===== src/pcsc_pkg.sv =====
// Constants shared by both ends of the configuration status/command block
// Behaviour
// Parity flag set on every detected parity error
// Data parity error with response drives fault line
// Sticky flags cleared only by config write one
// System fault flag set when fault line driven
// Master abort as initiator sets flag, not special
// Target abort received as initiator sets flag
// Target abort sent as target sets flag
// Claim speed code reads constant medium
// Initiator parity flag needs response enable, master
// Back-to-back capable bit reads constant one
// Bits 22,21,20 read 0,1,0
// Any-target back-to-back enable gates master
// Error line driver enable; address parity needs both
// Stepping bit reads zero; software writes zero
// Parity response off only flags, on drives line
// Palette watch reads zero; software writes zero
// Write-invalidate enable gates master command choice
// Software never writes one to broadcast watch
// No bus mastering unless initiator allow set
// Target claim enable gates memory recognition
// Port space bit reads zero; software writes zero
// Class/revision word: class code and revision
// Fixed and reserved bits ignore writes
package pcsc_pkg;
  localparam logic [31:0] PCSC_BASE = 32'hfc0a8000;
  localparam logic [7:0] PCSC_OFF_COMMAND_STATUS = 8'h04;
  localparam logic [7:0] PCSC_OFF_CLASS_REVISION = 8'h08;
  localparam logic [7:0] PCSC_OFF_CONFIG_ONE = 8'h0c;
  // Status bit positions
  localparam int PCSC_B_PARITY = 31;
  localparam int PCSC_B_SYSF = 30;
  localparam int PCSC_B_IABORT = 29;
  localparam int PCSC_B_RABORT_GOT = 28;
  localparam int PCSC_B_RABORT_SENT = 27;
  localparam int PCSC_B_IPARITY = 24;
  // Command bit positions
  localparam int PCSC_B_B2B_ANY = 9;
  localparam int PCSC_B_ERR_DRIVE = 8;
  localparam int PCSC_B_PAR_RESP = 6;
  localparam int PCSC_B_WINV = 4;
  localparam int PCSC_B_BCAST = 3;
  localparam int PCSC_B_INIT_ALLOW = 2;
  localparam int PCSC_B_CLAIM = 1;
  // Fixed bits: speed code 01, b2b capable, 66 MHz capable
  localparam logic [31:0] PCSC_FIXED_BITS = 32'h02a00000;
  localparam logic [31:0] PCSC_W1C_MASK = 32'hf9000000;
  localparam logic [31:0] PCSC_CMD_MASK = 32'h0000035e;
  localparam logic [31:0] PCSC_CONFIG_ONE_RESET = 32'h00000000;
  localparam logic [31:0] PCSC_RESET_STATUS = 32'h00000000;
endpackage


===== src/pcsc_if.sv =====
// Interface joining configuration software and the status/command block
`timescale 1ns/1ps
interface pcsc_if;
  logic cfg_wr;          // Write strobe, one cycle
  logic cfg_rd;          // Read strobe, one cycle
  logic cfg_from_pci;    // Access is a PCI configuration cycle
  logic [7:0] cfg_addr;  // Byte offset in header
  logic [31:0] cfg_wdata;
  logic [31:0] cfg_rdata;
  logic cfg_rvalid;      // Read data valid, one cycle
  modport dev (input cfg_wr, cfg_rd, cfg_from_pci, cfg_addr, cfg_wdata, output cfg_rdata, cfg_rvalid);
  modport host (output cfg_wr, cfg_rd, cfg_from_pci, cfg_addr, cfg_wdata, input cfg_rdata, cfg_rvalid);
endinterface


===== src/pcsc_dev.sv =====
// Device end: status flags, command enables and read-only identity words
`timescale 1ns/1ps
module pcsc_dev #(
  parameter logic [23:0] CLASS_CODE = 24'h0a0b0c, // Arbitrary value
  parameter logic [7:0] REVISION = 8'h5a          // Arbitrary value
) (
  input wire logic i_clk_sys,          // System clock
  input wire logic i_rst,              // Synchronous reset
  pcsc_if.dev bus,                     // Register access
  input wire logic i_addr_par_err,     // Address parity error, pulse
  input wire logic i_wdata_par_err,    // Target write data parity error
  input wire logic i_rdata_par_err,    // Master read data parity error
  input wire logic i_perr_seen_wr,     // Target signalled parity error on our write
  input wire logic i_master_abort,     // Master abort end, pulse
  input wire logic i_special_cycle,    // Current master cycle is special
  input wire logic i_target_abort_got, // Target abort seen as master
  input wire logic i_target_abort_sent,// Target abort issued as target
  output logic o_parity_fault_line_n,  // Parity fault line, active low
  output logic o_sys_fault_line_n,     // System fault line, active low
  output logic o_initiator_allow,      // Master operation allowed
  output logic o_target_claim_on,      // Memory claim enable
  output logic o_write_inval_enable,   // May use write-and-invalidate
  output logic o_b2b_any_target_on     // Fast b2b to any target
);
  import pcsc_pkg::*;
  logic [31:0] status_q;
  logic [31:0] cmd_q;
  logic [31:0] set_d;
  logic [31:0] clr_d;
  logic data_perr;
  logic cs_wr;
  logic cfg_clear;
  logic addr_report;
  logic data_report;
  logic [31:0] cmd_d;
  logic [31:0] word_d;
  wire logic [31:0] status_d;

  // Elaboration guards: no bit may be more than one of sticky, stored or fixed
  if ((PCSC_W1C_MASK & PCSC_CMD_MASK) != 32'h0) begin : g_bad_w1c_cmd
    $error("sticky and command masks overlap");
  end
  if ((PCSC_W1C_MASK & PCSC_FIXED_BITS) != 32'h0) begin : g_bad_w1c_fixed
    $error("sticky and fixed masks overlap");
  end
  if ((PCSC_CMD_MASK & PCSC_FIXED_BITS) != 32'h0) begin : g_bad_cmd_fixed
    $error("command and fixed masks overlap");
  end
  // Each flag must sit on a sticky bit, each enable on a stored one
  if (!PCSC_W1C_MASK[PCSC_B_PARITY] || !PCSC_W1C_MASK[PCSC_B_SYSF] || !PCSC_W1C_MASK[PCSC_B_IABORT] ||
      !PCSC_W1C_MASK[PCSC_B_RABORT_GOT] || !PCSC_W1C_MASK[PCSC_B_RABORT_SENT] ||
      !PCSC_W1C_MASK[PCSC_B_IPARITY]) begin : g_bad_flag_pos
    $error("flag position outside sticky mask");
  end
  if (!PCSC_CMD_MASK[PCSC_B_B2B_ANY] || !PCSC_CMD_MASK[PCSC_B_ERR_DRIVE] || !PCSC_CMD_MASK[PCSC_B_PAR_RESP] ||
      !PCSC_CMD_MASK[PCSC_B_WINV] || !PCSC_CMD_MASK[PCSC_B_BCAST] || !PCSC_CMD_MASK[PCSC_B_INIT_ALLOW] ||
      !PCSC_CMD_MASK[PCSC_B_CLAIM]) begin : g_bad_cmd_pos
    $error("enable position outside command mask");
  end
  // Distinct offsets keep the unique read mux free of overlapping items
  if (PCSC_OFF_COMMAND_STATUS == PCSC_OFF_CLASS_REVISION || PCSC_OFF_COMMAND_STATUS == PCSC_OFF_CONFIG_ONE ||
      PCSC_OFF_CLASS_REVISION == PCSC_OFF_CONFIG_ONE) begin : g_bad_offsets
    $error("register offsets collide");
  end

  // Either direction of data transfer counts as a data phase error
  assign data_perr = i_wdata_par_err | i_rdata_par_err;
  assign cs_wr = bus.cfg_wr && bus.cfg_addr == PCSC_OFF_COMMAND_STATUS;

  // Only a configuration cycle may clear flags; internal writes reach enables only
  assign cfg_clear = cs_wr & bus.cfg_from_pci;

  // System line reports address errors only with both enables on
  assign addr_report = i_addr_par_err & cmd_q[PCSC_B_ERR_DRIVE] & cmd_q[PCSC_B_PAR_RESP];
  // With response off the parity line stays quiet; the flag is still set
  assign data_report = data_perr & cmd_q[PCSC_B_PAR_RESP];

  // Stored enable positions take write data; fixed and reserved ones stay zero
  assign cmd_d = bus.cfg_wdata & PCSC_CMD_MASK;

  // Hardware set events; set beats a simultaneous clear
  always_comb begin
    set_d = '0;
    set_d[PCSC_B_PARITY] = i_addr_par_err | data_perr;
    set_d[PCSC_B_SYSF] = addr_report;
    set_d[PCSC_B_IABORT] = i_master_abort & ~i_special_cycle;
    set_d[PCSC_B_RABORT_GOT] = i_target_abort_got;
    set_d[PCSC_B_RABORT_SENT] = i_target_abort_sent;
    set_d[PCSC_B_IPARITY] = cmd_q[PCSC_B_PAR_RESP] & (i_rdata_par_err | i_perr_seen_wr);
  end

  // Clear only via PCI configuration write of one
  always_comb begin
    clr_d = '0;
    if (cfg_clear) begin
      clr_d = bus.cfg_wdata & PCSC_W1C_MASK;
    end
  end

  // Next flag word per bit; only sticky positions can ever hold a one
  for (genvar i = 0; i < 32; i++) begin : g_flag
    if (PCSC_W1C_MASK[i]) begin : g_sticky
      // Set is ORed in after the clear, so a same-cycle event survives
      assign status_d[i] = (status_q[i] & ~clr_d[i]) | set_d[i];
    end else begin : g_none
      assign status_d[i] = 1'b0;
    end
  end

  // Sticky status flags
  always_ff @(posedge i_clk_sys) begin
    if (i_rst) begin
      status_q <= PCSC_RESET_STATUS;
    end else begin
      status_q <= status_d;
    end
  end

  // Command enables; fixed and reserved bits never stored
  always_ff @(posedge i_clk_sys) begin
    if (i_rst) begin
      cmd_q <= PCSC_RESET_STATUS;
    end else if (cs_wr) begin
      cmd_q <= cmd_d;
    end
  end

  // Status/command word: flags, stored enables and fixed capability bits
  assign word_d = status_q | cmd_q | PCSC_FIXED_BITS;

  // Read data valid follows the read strobe by one edge
  always_ff @(posedge i_clk_sys) begin
    if (i_rst) begin
      bus.cfg_rvalid <= 1'b0;
    end else begin
      bus.cfg_rvalid <= bus.cfg_rd;
    end
  end

  // Read mux, one cycle latency; data holds until the next read
  always_ff @(posedge i_clk_sys) begin
    if (i_rst) begin
      bus.cfg_rdata <= '0;
    end else if (bus.cfg_rd) begin
      unique case (bus.cfg_addr)
        PCSC_OFF_COMMAND_STATUS: bus.cfg_rdata <= word_d;
        PCSC_OFF_CLASS_REVISION: bus.cfg_rdata <= {CLASS_CODE, REVISION};
        PCSC_OFF_CONFIG_ONE: bus.cfg_rdata <= PCSC_CONFIG_ONE_RESET;
        default: bus.cfg_rdata <= '0;
      endcase
    end
  end

  // Parity line: one-cycle low pulse after a data error, only with response on
  always_ff @(posedge i_clk_sys) begin
    if (i_rst) begin
      o_parity_fault_line_n <= 1'b1;
    end else begin
      o_parity_fault_line_n <= ~data_report;
    end
  end

  // System line pulses with the flag it sets, so flag and line never disagree
  always_ff @(posedge i_clk_sys) begin
    if (i_rst) begin
      o_sys_fault_line_n <= 1'b1;
    end else begin
      o_sys_fault_line_n <= ~addr_report;
    end
  end

  // Master enable; the master side must stay idle while this is low
  always_ff @(posedge i_clk_sys) begin
    if (i_rst) begin
      o_initiator_allow <= 1'b0;
    end else begin
      o_initiator_allow <= cmd_q[PCSC_B_INIT_ALLOW];
    end
  end

  // Memory claim enable, one edge behind the command bit
  always_ff @(posedge i_clk_sys) begin
    if (i_rst) begin
      o_target_claim_on <= 1'b0;
    end else begin
      o_target_claim_on <= cmd_q[PCSC_B_CLAIM];
    end
  end

  // Write-and-invalidate permission for the master command choice
  always_ff @(posedge i_clk_sys) begin
    if (i_rst) begin
      o_write_inval_enable <= 1'b0;
    end else begin
      o_write_inval_enable <= cmd_q[PCSC_B_WINV];
    end
  end

  // Fast back-to-back to any target; low limits bursts to one device
  always_ff @(posedge i_clk_sys) begin
    if (i_rst) begin
      o_b2b_any_target_on <= 1'b0;
    end else begin
      o_b2b_any_target_on <= cmd_q[PCSC_B_B2B_ANY];
    end
  end
endmodule


===== src/flat_wrapper.sv =====
// flat-port wrapper written by rule: the top's interface ports become plain ports
module pcsc_dev_flat import pcsc_pkg::*;
#(
  parameter logic [23:0] CLASS_CODE = 24'h0a0b0c,                   
  parameter logic [7:0] REVISION = 8'h5a                            
)
  (i_clk_sys, i_rst, i_addr_par_err, i_wdata_par_err, i_rdata_par_err, i_perr_seen_wr, i_master_abort, i_special_cycle, i_target_abort_got, i_target_abort_sent, o_parity_fault_line_n, o_sys_fault_line_n, o_initiator_allow, o_target_claim_on, o_write_inval_enable, o_b2b_any_target_on, bus_cfg_wr, bus_cfg_rd, bus_cfg_from_pci, bus_cfg_addr, bus_cfg_wdata, bus_cfg_rdata, bus_cfg_rvalid);
  pcsc_if bus_i ();
  input wire logic i_clk_sys;
  input wire logic i_rst;
  input wire logic i_addr_par_err;
  input wire logic i_wdata_par_err;
  input wire logic i_rdata_par_err;
  input wire logic i_perr_seen_wr;
  input wire logic i_master_abort;
  input wire logic i_special_cycle;
  input wire logic i_target_abort_got;
  input wire logic i_target_abort_sent;
  output logic o_parity_fault_line_n;
  output logic o_sys_fault_line_n;
  output logic o_initiator_allow;
  output logic o_target_claim_on;
  output logic o_write_inval_enable;
  output logic o_b2b_any_target_on;
  input wire logic [$bits(bus_i.cfg_wr)-1:0] bus_cfg_wr;
  input wire logic [$bits(bus_i.cfg_rd)-1:0] bus_cfg_rd;
  input wire logic [$bits(bus_i.cfg_from_pci)-1:0] bus_cfg_from_pci;
  input wire logic [$bits(bus_i.cfg_addr)-1:0] bus_cfg_addr;
  input wire logic [$bits(bus_i.cfg_wdata)-1:0] bus_cfg_wdata;
  output wire logic [$bits(bus_i.cfg_rdata)-1:0] bus_cfg_rdata;
  output wire logic [$bits(bus_i.cfg_rvalid)-1:0] bus_cfg_rvalid;
  assign bus_i.cfg_wr = bus_cfg_wr;
  assign bus_i.cfg_rd = bus_cfg_rd;
  assign bus_i.cfg_from_pci = bus_cfg_from_pci;
  assign bus_i.cfg_addr = bus_cfg_addr;
  assign bus_i.cfg_wdata = bus_cfg_wdata;
  assign bus_cfg_rdata = bus_i.cfg_rdata;
  assign bus_cfg_rvalid = bus_i.cfg_rvalid;
  pcsc_dev #(.CLASS_CODE(CLASS_CODE), .REVISION(REVISION)) u_core (.i_clk_sys(i_clk_sys), .i_rst(i_rst), .bus(bus_i), .i_addr_par_err(i_addr_par_err), .i_wdata_par_err(i_wdata_par_err), .i_rdata_par_err(i_rdata_par_err), .i_perr_seen_wr(i_perr_seen_wr), .i_master_abort(i_master_abort), .i_special_cycle(i_special_cycle), .i_target_abort_got(i_target_abort_got), .i_target_abort_sent(i_target_abort_sent), .o_parity_fault_line_n(o_parity_fault_line_n), .o_sys_fault_line_n(o_sys_fault_line_n), .o_initiator_allow(o_initiator_allow), .o_target_claim_on(o_target_claim_on), .o_write_inval_enable(o_write_inval_enable), .o_b2b_any_target_on(o_b2b_any_target_on));
endmodule

===== config.mk =====
export PLATFORM = sky130hd
export DESIGN_NAME = pcsc_dev_flat
export DESIGN_NICKNAME = d
export VERILOG_FILES = /design/src/pcsc_pkg.sv /design/src/pcsc_if.sv /design/src/pcsc_dev.sv /design/src/flat_wrapper.sv
export SDC_FILE = /design/constraint.sdc
export NUM_CORES = 1
export LEC_CHECK = 0
export BUFFER_PORTS_ARGS = -buffer_cell sky130_fd_sc_hd__buf_2
export CORE_MARGIN = 3
export CORE_UTILIZATION = 43
export DETAILED_ROUTE_END_ITERATION = 16
export HOLD_SLACK_MARGIN = 0.06
export PLACE_DENSITY = 0.79
export SETUP_SLACK_MARGIN = 0.3
export SYNTH_ARGS = -nofsm -noshare
export SYNTH_HDL_FRONTEND = slang
export SYNTH_SLANG_ARGS = --single-unit
export TNS_END_PERCENT = 5

===== constraint.sdc =====
create_clock -name i_clk_sys -period 1.9 [get_ports i_clk_sys]
set_input_delay 0.38 -clock i_clk_sys [delete_from_list [all_inputs] [get_ports i_clk_sys]]
set_output_delay 0.38 -clock i_clk_sys [all_outputs]
set_load 0.05 [all_outputs]

==> impl_metrics.json, run 1 <==
{
  "outcome": "finished clean",
  "met3_usage_pct": 6.29,
  "die_h_um": 66.4,
  "drc": 0,
  "worstPathCellList": "buf_2",
  "coreArea_mm2": 0.00342,
  "clk_path_buf_depth": 2,
  "met1_usage_pct": 22.0,
  "synth_top_area_cell": "dfxtp_1",
  "p_per_area_mw_per_mm2": 709,
  "min_to": "u_core.status_q[31]",
  "ys_seq_area_share_pct": 46.0,
  "grt.total_usage_pct": 16.8,
  "maxCapViolCount": 0,
  "fillers": 346,
  "reg2reg_from": "u_core.cmd_q[6]",
  "initialDrtViolationCount": 68,
  "yosys.area.top_type_share_pct": 46.0,
  "synth_cells": 165,
  "rsz0062_at_grt": "no",
  "ant_nets": 0,
  "htreeDepth": 2,
  "end_kind": "output port",
  "reg2reg_depth": 3,
  "hpwl_um": 2650,
  "rows": 21,
  "slowest_stage": "dfxtp_1",
  "max_stage_delay_ns": 0.41,
  "holdPathStages": 2,
  "start_util_pct": 45.9,
  "peakVddDrop_uv": 503,
  "path_buf_inv": 1,
  "async_flop_share_pct": 0,
  "tns_ns": 0,
  "hold_slack_ns": 0.215,
  "routabilityCongestion": 0.754,
  "diodes": 0,
  "synthToLayoutAreaGrowth_pct": 20.9,
  "port_buffers": 61,
  "clock_latency_ns": 0.33,
  "ys_ff_latch": 36,
  "hold_viol": 0,
  "cpLargestDelayFamily": "flip-flops",
  "ios": 92,
  "worstSetupPathType": "flip-flop to output port",
  "cts_resized": 0,
  "path_max_fanout": 6,
  "layout.cells.non_filler": 269,
  "worstPathRequired_ns": 1.52,
  "postCtsSetupBuffers": 0,
  "cts_root_buf": "clkbuf_4",
  "stdcell_area_mm2": 0.00190,
  "dr.pass1.iters": 4,
  "yosys_warnings": 0,
  "clock_sinks": 36,
  "postPlaceCellArea_mm2": 0.00184,
  "antenna_found_initial": 0,
  "crit_arrival_ns": 1.03,
  "vias": 1337,
  "dieArea_mm2": 0.00441,
  "via_per_inst": 4.97,
  "min_from": "bus_cfg_wdata[31]",
  "setup_viol": 0,
  "cts_buffers": 5,
  "leakage_nw": 0.855,
  "clock_skew_ns": 0.00298,
  "grt_pass1_vias": 1161,
  "wl_per_cell_um": 13.0,
  "syn_area_per_cell_um2": 9.50,
  "cts_tree": "done",
  "reg2reg_to": "u_core.status_q[30]",
  "synth_edf_count": 0,
  "synth_area_mm2": 0.00157,
  "finalNetCount": 275,
  "clk_pin_slew_ns": 0.10,
  "finish.utilization_pct": 55.5,
  "grt_max_degree": 20,
  "r2r_slack_ns": 1.02,
  "dieWidth_um": 66.4,
  "slew_viol_final": 0,
  "synth_area_leaders": "dfxtp_1, buf_4, nand2b_1, a21oi_1, nor2b_1",
  "post-place-cells": 261,
  "routed_wl_um": 3500,
  "cts_hold_buf": 0,
  "drive_above_1_share_pct": 34.1,
  "fin_crit_sh_pct": 74.4,
  "ys_types": 29,
  "ys.flop_type": "dfxtp_1",
  "busiest_layer": "met2",
  "fin_crit_ns": 1.41,
  "met2_usage_pct": 24.5,
  "min_path_type": "primary input to flip-flop",
  "fmax_ghz": 0.708,
  "critPathLaunchType": "flip-flop",
  "grt_pass1_wl_um": 5480,
  "grt_overflow_total": 0
}
## logic make-up (layout without fill, tap and decap cells)
logic type             Yosys count  in the layout  share of synthesized area, %
flip-flops                      36             36                          46.0
AO/OA/AOI/OAI                   36             36                          15.2
AND/OR/NAND/NOR                 55             55                          22.8
other                            1             11                         0.239
buffers and inverters           32             80                          12.2
multiplexers                     5              5                          3.59
## cell usage after synthesis, drive strengths merged (3+ instances only)
cell type	number
a21oi	17
a311oi	4
dfxtp	36
nor2b	13
mux2	5
o21ai	3
nor2	4
clkbuf	5
nand2b	16
nand2	3
nand4	10
o32ai	5
buf	21
inv	6
## state kept, by name, indices dropped and copies added (netlist names)
register,flops
u_core.bus.cfg_rdata,16
u_core.o_b2b_any_target_on,1
u_core.o_initiator_allow,1
u_core.bus.cfg_rvalid,1
u_core.cmd_q,7
u_core.o_target_claim_on,1
u_core.status_q,6
u_core.o_write_inval_enable,1
u_core.o_parity_fault_line_n,1
u_core.o_sys_fault_line_n,1
## how the worst max path moves through the flow
stage	slack, ns	endpoint	depth (start not counted)	from
after floorplan	0.37	u_core.cmd_q[1]	4	bus_cfg_addr[5]
after CTS	0.46	bus_cfg_rdata[16]	1	u_core.bus.cfg_rdata[19]
final	0.49	bus_cfg_rdata[16]	1	u_core.bus.cfg_rdata[19]
after global placement	0.23	u_core.cmd_q[9]	4	bus_cfg_addr[3]
after global routing	0.43	bus_cfg_rdata[16]	1	u_core.bus.cfg_rdata[19]
after detailed placement	0.18	u_core.cmd_q[2]	4	bus_cfg_addr[3]
## final cells by class
cell class | instances | area, um^2 | share of cell area (%)
clock buffers | 8 | 58.8 | 3.10
inverters | 6 | 22.5 | 1.19
multi-input cells | 107 | 693 | 36.6
flip-flops and latches | 36 | 721 | 38.0
well taps | 46 | 57.6 | 3.04
repair buffers | 66 | 343 | 18.1
## cells in the final DEF (no fill, tap or decap), drive strengths merged, types with 6 or more instances in the layout
cell / instances
a21oi: 17
buf: 66
clkbuf: 8
conb: 11
dfxtp: 36
inv: 6
nand2b: 16
nand4: 10
nor2b: 13
## layer usage
metal  wire (um)  vias to the layer above
met5           0                        -
met4          59                        0
met3         309                        6
met2        1590                       50
met1        1530                      615
li1            -                      666
## power breakdown
group          switching, W  internal (W)  total [W]
sequential       0.00000396      0.000762   0.000766
combinational      0.000112     0.0000516   0.000163
clock              0.000233      0.000183   0.000416
total              0.000349      0.000996    0.00134
## through the flow
| stage | worst slack, ns | total power [W] |
|---|---|---|
| final | 0.487 | 0.00134 |
| after global routing | 0.428 | 0.00141 |
| after CTS | 0.460 | 0.00136 |
| after detailed placement | 0.184 | 0.000946 |
| after global placement | 0.234 | 0.000945 |
| after floorplan | 0.370 | 0.000906 |
Note: power is estimated with default switching activity, not from simulation.
==> inputs of run 2 (changes only) <==
- CORE_UTILIZATION: 43 -> 39
- PLACE_DENSITY: 0.79 -> 0.76
- clock period: 1.9 -> 1.2 ns (I/O delays scaled with it)
==> run 2 against run 1 <==
Net effect: register-to-register slack worse by 0.69 ns; final area grew 28%; non-clock buffer count rose by 10; sequential power is 58% higher; sequential share of layout area fell by 7.2 points; critical path type is now primary input to flip-flop.
==> impl_metrics.json, run 2 (synthesis gave the netlist of run 1 again) <==
{
  "htreeDepth": 2,
  "min_to": "u_core.status_q[31]",
  "min_path_type": "primary input to flip-flop",
  "crit_arrival_ns": 1.36,
  "vias": 1411,
  "initialDrtViolationCount": 106,
  "rows": 22,
  "end_kind": "flip-flop",
  "drc": 0,
  "tns_ns": 0,
  "worstSetupPathType": "primary input to flip-flop",
  "clk_pin_slew_ns": 0.07,
  "finish.utilization_pct": 64.6,
  "port_buffers": 61,
  "path_max_fanout": 5,
  "clock_sinks": 36,
  "reg2reg_to": "u_core.cmd_q[6]",
  "outcome": "finished clean",
  "fmax_ghz": 0.844,
  "hold_viol": 0,
  "grt_max_degree": 23,
  "fin_crit_ns": 1.18,
  "grt_pass1_vias": 1321,
  "mostFrequentLayoutCells": "buf_2, buf_8, dfxtp_2, nand2b_1, a21oi_1",
  "maxCapViolCount": 0,
  "worst_pin_slew_ns": 0.507,
  "fin_crit_sh_pct": 98.7,
  "diodes": 0,
  "final_common_cell": "buf_2",
  "p_per_area_mw_per_mm2": 959,
  "fillers": 303,
  "finalNetCount": 285,
  "via_per_inst": 5.04,
  "leakage_nw": 0.991,
  "reg2reg_depth": 2,
  "slew_viol_final": 0,
  "antenna_found_initial": 0,
  "clock_latency_ns": 0.29,
  "wl_per_cell_um": 14.1,
  "dr.pass1.iters": 4,
  "die_h_um": 69.4,
  "dieWidth_um": 69.4,
  "regMostFlops": "u_core.bus.cfg_rdata",
  "synthToLayoutAreaGrowth_pct": 55.3,
  "p_total_w": 0.00233,
  "ant_nets": 0,
  "relSlewSlack_pct": 66.0,
  "r2r_slack_ns": 0.33,
  "clk_path_buf_depth": 2,
  "ios": 92,
  "peakVddDrop_uv": 713,
  "cpLargestDelayFamily": "simple AND/OR/NAND/NOR gates",
  "slowest_stage": "nor4b_4",
  "worstPathCellList": "buf_8, nor4b_4, and3_4, buf_6, mux2_4",
  "min_from": "bus_cfg_wdata[31]",
  "cts_tree": "done",
  "setup_viol": 0,
  "grt_overflow_total": 0,
  "grt_pass1_wl_um": 5930,
  "path_buf_inv": 2,
  "routed_wl_um": 3960,
  "dieArea_mm2": 0.00482,
  "hpwl_um": 2880,
  "holdPathStages": 2,
  "largest_reg_flops": 16,
  "reg2reg_from": "u_core.cmd_q[6]",
  "coreArea_mm2": 0.00377,
  "rsz0062_at_grt": "yes",
  "critPathLaunchType": "primary input",
  "start_util_pct": 41.6,
  "routabilityCongestion": 0.719,
  "max_stage_delay_ns": 0.36,
  "clock_skew_ns": 0.00509,
  "largestRegisters": "u_core.bus.cfg_rdata (16), u_core.cmd_q (7), u_core.status_q (6)",
  "cts_root_buf": "clkbuf_8",
  "cts_buffers": 5,
  "grt.total_usage_pct": 15.4,
  "worstPathRequired_ns": 1.38,
  "drive_above_1_share_pct": 54.3
}
==> run 2: cell count changes in the layout (fill, tap and decap cells not counted), sizes merged <==
cell    previous run  this run
clkinv             0         1
clkbuf             8         6
buf               66        76
==> run 2: metrics by stage <==
stage                     setup slack (ns)  instance area, um^2  hold WS (ns)  instances
after floorplan                     -0.185                 1630         0.323        175
after CTS                          0.00472                 2050         0.135        279
final                               0.0157                 2430         0.141        280
after detailed placement            -0.384                 1930         0.442        271
after global routing               -0.0412                 2430         0.139        280
after global placement              -0.320                 1930         0.437        271
==> run 2: routing by layer <==
metal	global-route usage (%)	part of all wire [%]
met1	19.0	41
met3	5.07	6.5
met2	24.7	51
met4	5.86	1.4
met5	0	0
==> run 2: where the power goes <==
group / switching, W / total [W] / internal [W]
Clock: 0.000409 / 0.000803 / 0.000394
Combinational: 0.000199 / 0.000317 / 0.000118
Sequential: 0.00000794 / 0.00121 / 0.00121
Total: 0.000616 / 0.00233 / 0.00172
==> run 2: layout make-up <==
type / count / area (um^2) / share of cell area (%)
flip-flops and latches: 36 / 749 / 30.8
multi-input cells: 107 / 801 / 32.9
repair buffers: 76 / 724 / 29.8
inverters: 6 / 22.5 / 0.925
clock inverters: 1 / 5.00 / 0.206
well taps: 48 / 60.1 / 2.47
clock buffers: 6 / 72.6 / 2.98
==> run 2: repair_timing <==
action,4_1_cts,5_1_grt
resized for setup,11,137
setup buffers,1,1
hold buffers,0,0
setup endpoints to repair,57,58
pin swaps,2,19
==> run 2: worst max path at each step <==
| stage | from | endpoint | slack [ns] | cells past startpoint |
|---|---|---|---|---|
| finish | bus_cfg_addr[1] | u_core.cmd_q[4] | 0.02 | 5 |
| global route | bus_cfg_addr[1] | u_core.status_q[28] | -0.04 | 5 |
| CTS | bus_cfg_addr[0] | u_core.cmd_q[4] | 0.005 | 5 |
| detailed placement | bus_cfg_addr[3] | u_core.cmd_q[4] | -0.38 | 5 |
| global placement | bus_cfg_addr[3] | u_core.cmd_q[6] | -0.32 | 5 |
| floorplan | bus_cfg_addr[6] | u_core.cmd_q[1] | -0.18 | 4 |
==> inputs of run 3 (changes only) <==
- ABC_AREA: unset -> 1
- CORE_UTILIZATION: 39 -> 38
- PLACE_DENSITY: 0.76 -> 0.75
==> run 3 against run 2 <==
Net effect: largest cell class is now sequential cells; non-clock buffer count decreased by 3; first-iteration DRC count decreased by 46%; global-route usage decreased by 0.45 points; clock-buffer cell count decreased by 1; largest power group unchanged; final cell count increased by 7.1%; die area decreased by 2.7%; area after synthesis decreased by 5.4%; hold slack improved by 0.042 ns.
==> impl_metrics.json, run 3 <==
{
  "rsz0062_at_grt": "yes",
  "cts_tree": "done",
  "cts_buffers": 5,
  "slew_viol_final": 0,
  "ys.flop_type": "dfxtp_1",
  "ys_ff_latch": 36,
  "leakage_nw": 1.01,
  "ys_seq_area_share_pct": 48.6,
  "coreArea_mm2": 0.00372,
  "drc": 0,
  "cts_hold_buf": 0,
  "wl_per_cell_um": 11.3,
  "finalNetCount": 304,
  "finish.utilization_pct": 57.1,
  "ys_top_cells_by_count": "dfxtp_1, nand2_1, a21oi_1",
  "routabilityCongestion": 0.710,
  "synth_top_area_cell": "dfxtp_1",
  "grt.total_usage_pct": 14.9,
  "largest_reg_flops": 16,
  "outcome": "finished clean",
  "synthToLayoutAreaGrowth_pct": 43.1,
  "crit_arrival_ns": 0.84,
  "yosys.area.top_type_share_pct": 48.6,
  "path_max_fanout": 6,
  "fin_crit_sh_pct": 90.0,
  "ios": 92,
  "postPlaceCellArea_mm2": 0.00181,
  "worstPathRequired_ns": 0.96,
  "clk_path_buf_depth": 2,
  "grt_pass1_vias": 1157,
  "regMostFlops": "u_core.bus.cfg_rdata",
  "fillers": 371,
  "critPathLaunchType": "flip-flop",
  "synth_cells": 184,
  "end_kind": "output port",
  "start_util_pct": 39.9,
  "drive_above_1_share_pct": 38.9,
  "dieWidth_um": 68.5,
  "multiInputGateArea_um2": 629,
  "synth_area_leaders": "dfxtp_1, nand2_1, buf_4, a21oi_1, nand3_1",
  "grt_overflow_total": 0,
  "dieArea_mm2": 0.00469,
  "max_stage_delay_ns": 0.39,
  "cpLargestDelayFamily": "flip-flops",
  "synth_area_mm2": 0.00148,
  "routed_wl_um": 3380,
  "peakVddDrop_uv": 813,
  "cts_root_buf": "clkbuf_8",
  "clk_pin_slew_ns": 0.07,
  "clock_latency_ns": 0.29,
  "path_depth": 1,
  "tns_ns": 0,
  "die_h_um": 68.5,
  "stdcell_area_mm2": 0.00212,
  "ys_types": 24,
  "grt_max_degree": 24,
  "worstPathCellList": "buf_6",
  "vias": 1371,
  "p_per_area_mw_per_mm2": 1200,
  "clock_skew_ns": 0.00791,
  "worstSetupPathType": "flip-flop to output port",
  "dr.pass1.iters": 4,
  "yosys_warnings": 0,
  "port_buffers": 61,
  "maxCapViolCount": 0,
  "yosysMostFrequentCell": "dfxtp_1",
  "min_path_type": "primary input to flip-flop",
  "diodes": 0,
  "htreeDepth": 2,
  "initialDrtViolationCount": 57,
  "slowest_stage": "dfxtp_4",
  "hold_viol": 0,
  "via_per_inst": 4.57,
  "async_flop_share_pct": 0,
  "antenna_found_initial": 0,
  "clock_sinks": 36,
  "p_total_w": 0.00254,
  "synth_edf_count": 0,
  "rows": 22,
  "syn_area_per_cell_um2": 8.06,
  "fin_crit_ns": 1.08,
  "holdPathStages": 3,
  "largestRegisters": "u_core.bus.cfg_rdata (16), u_core.cmd_q (7), u_core.status_q (6)",
  "path_buf_inv": 1,
  "hpwl_um": 2420,
  "reg2reg_depth": 4,
  "seq_area_um2": 726,
  "grt_pass1_wl_um": 5080,
  "fmax_ghz": 0.926,
  "setup_viol": 0,
  "ant_nets": 0,
  "mostFrequentLayoutCells": "buf_4, dfxtp_1, nand2_1, buf_2, a21oi_1"
}
run 3: final timing paths:
kind	start	endpoint	slack [ns]
setup / recovery	u_core.bus.cfg_rdata[19]	bus_cfg_rdata[17]	0.12
hold / removal	i_target_abort_got	u_core.status_q[28]	0.18
setup reg to reg	u_core.cmd_q[6]	u_core.status_q[24]	0.40
hold reg to reg	u_core.cmd_q[9]	u_core.o_b2b_any_target_on	0.45
run 3: layer usage:
metal	track usage, %	vias to the layer above	routed length [um]
met1	17.5	618	1480
met4	5.21	0	41
met5	0	-	0
met2	24.4	43	1630
met3	6.08	6	223
li1	-	704	-
run 3: cells by family (layout without fill, tap and decap cells):
group | Yosys count | in the layout | synth area share, %
and+or+nand+nor | 73 | 74 | 23.0
buffers and inverters | 41 | 98 | 16.0
DFF | 36 | 36 | 48.6
AOI/OAI and AO/OA | 33 | 33 | 12.1
other | 1 | 11 | 0.253
run 3: repair_timing:
| item | in CTS | in global routing |
|---|---|---|
| pin swaps | 0 | 10 |
| setup endpoints to repair | 48 | 57 |
| buffers inserted | 0 | 3 |
| gates cloned | 0 | 1 |
| gates resized for setup | 35 | 17 |
run 3: where the power goes:
part,switching [W],leakage (nW),internal (W)
Combinational,0.000181,0.665,0.0000862
Clock,0.000447,0.0541,0.000615
Sequential,0.00000581,0.293,0.00120
run 3: layout make-up:
class | count | area share [%]
Timing Repair Buffer | 73 | 24.5
Clock inverter | 3 | 2.00
Clock buffer | 5 | 3.24
Multi-Input combinational cell | 118 | 29.7
Tap cell | 48 | 2.83
Inverter | 17 | 3.60
Sequential cell | 36 | 34.2
run 3: per-stage QoR:
stage                     hold WS [ns]  std cells  setup WS, ns
final                            0.183        300         0.121
after global routing             0.182        300        0.0809
after CTS                        0.173        296         0.109
after detailed placement         0.445        288        -0.143
after global placement           0.443        288        -0.108
after floorplan                  0.345        194         0.129
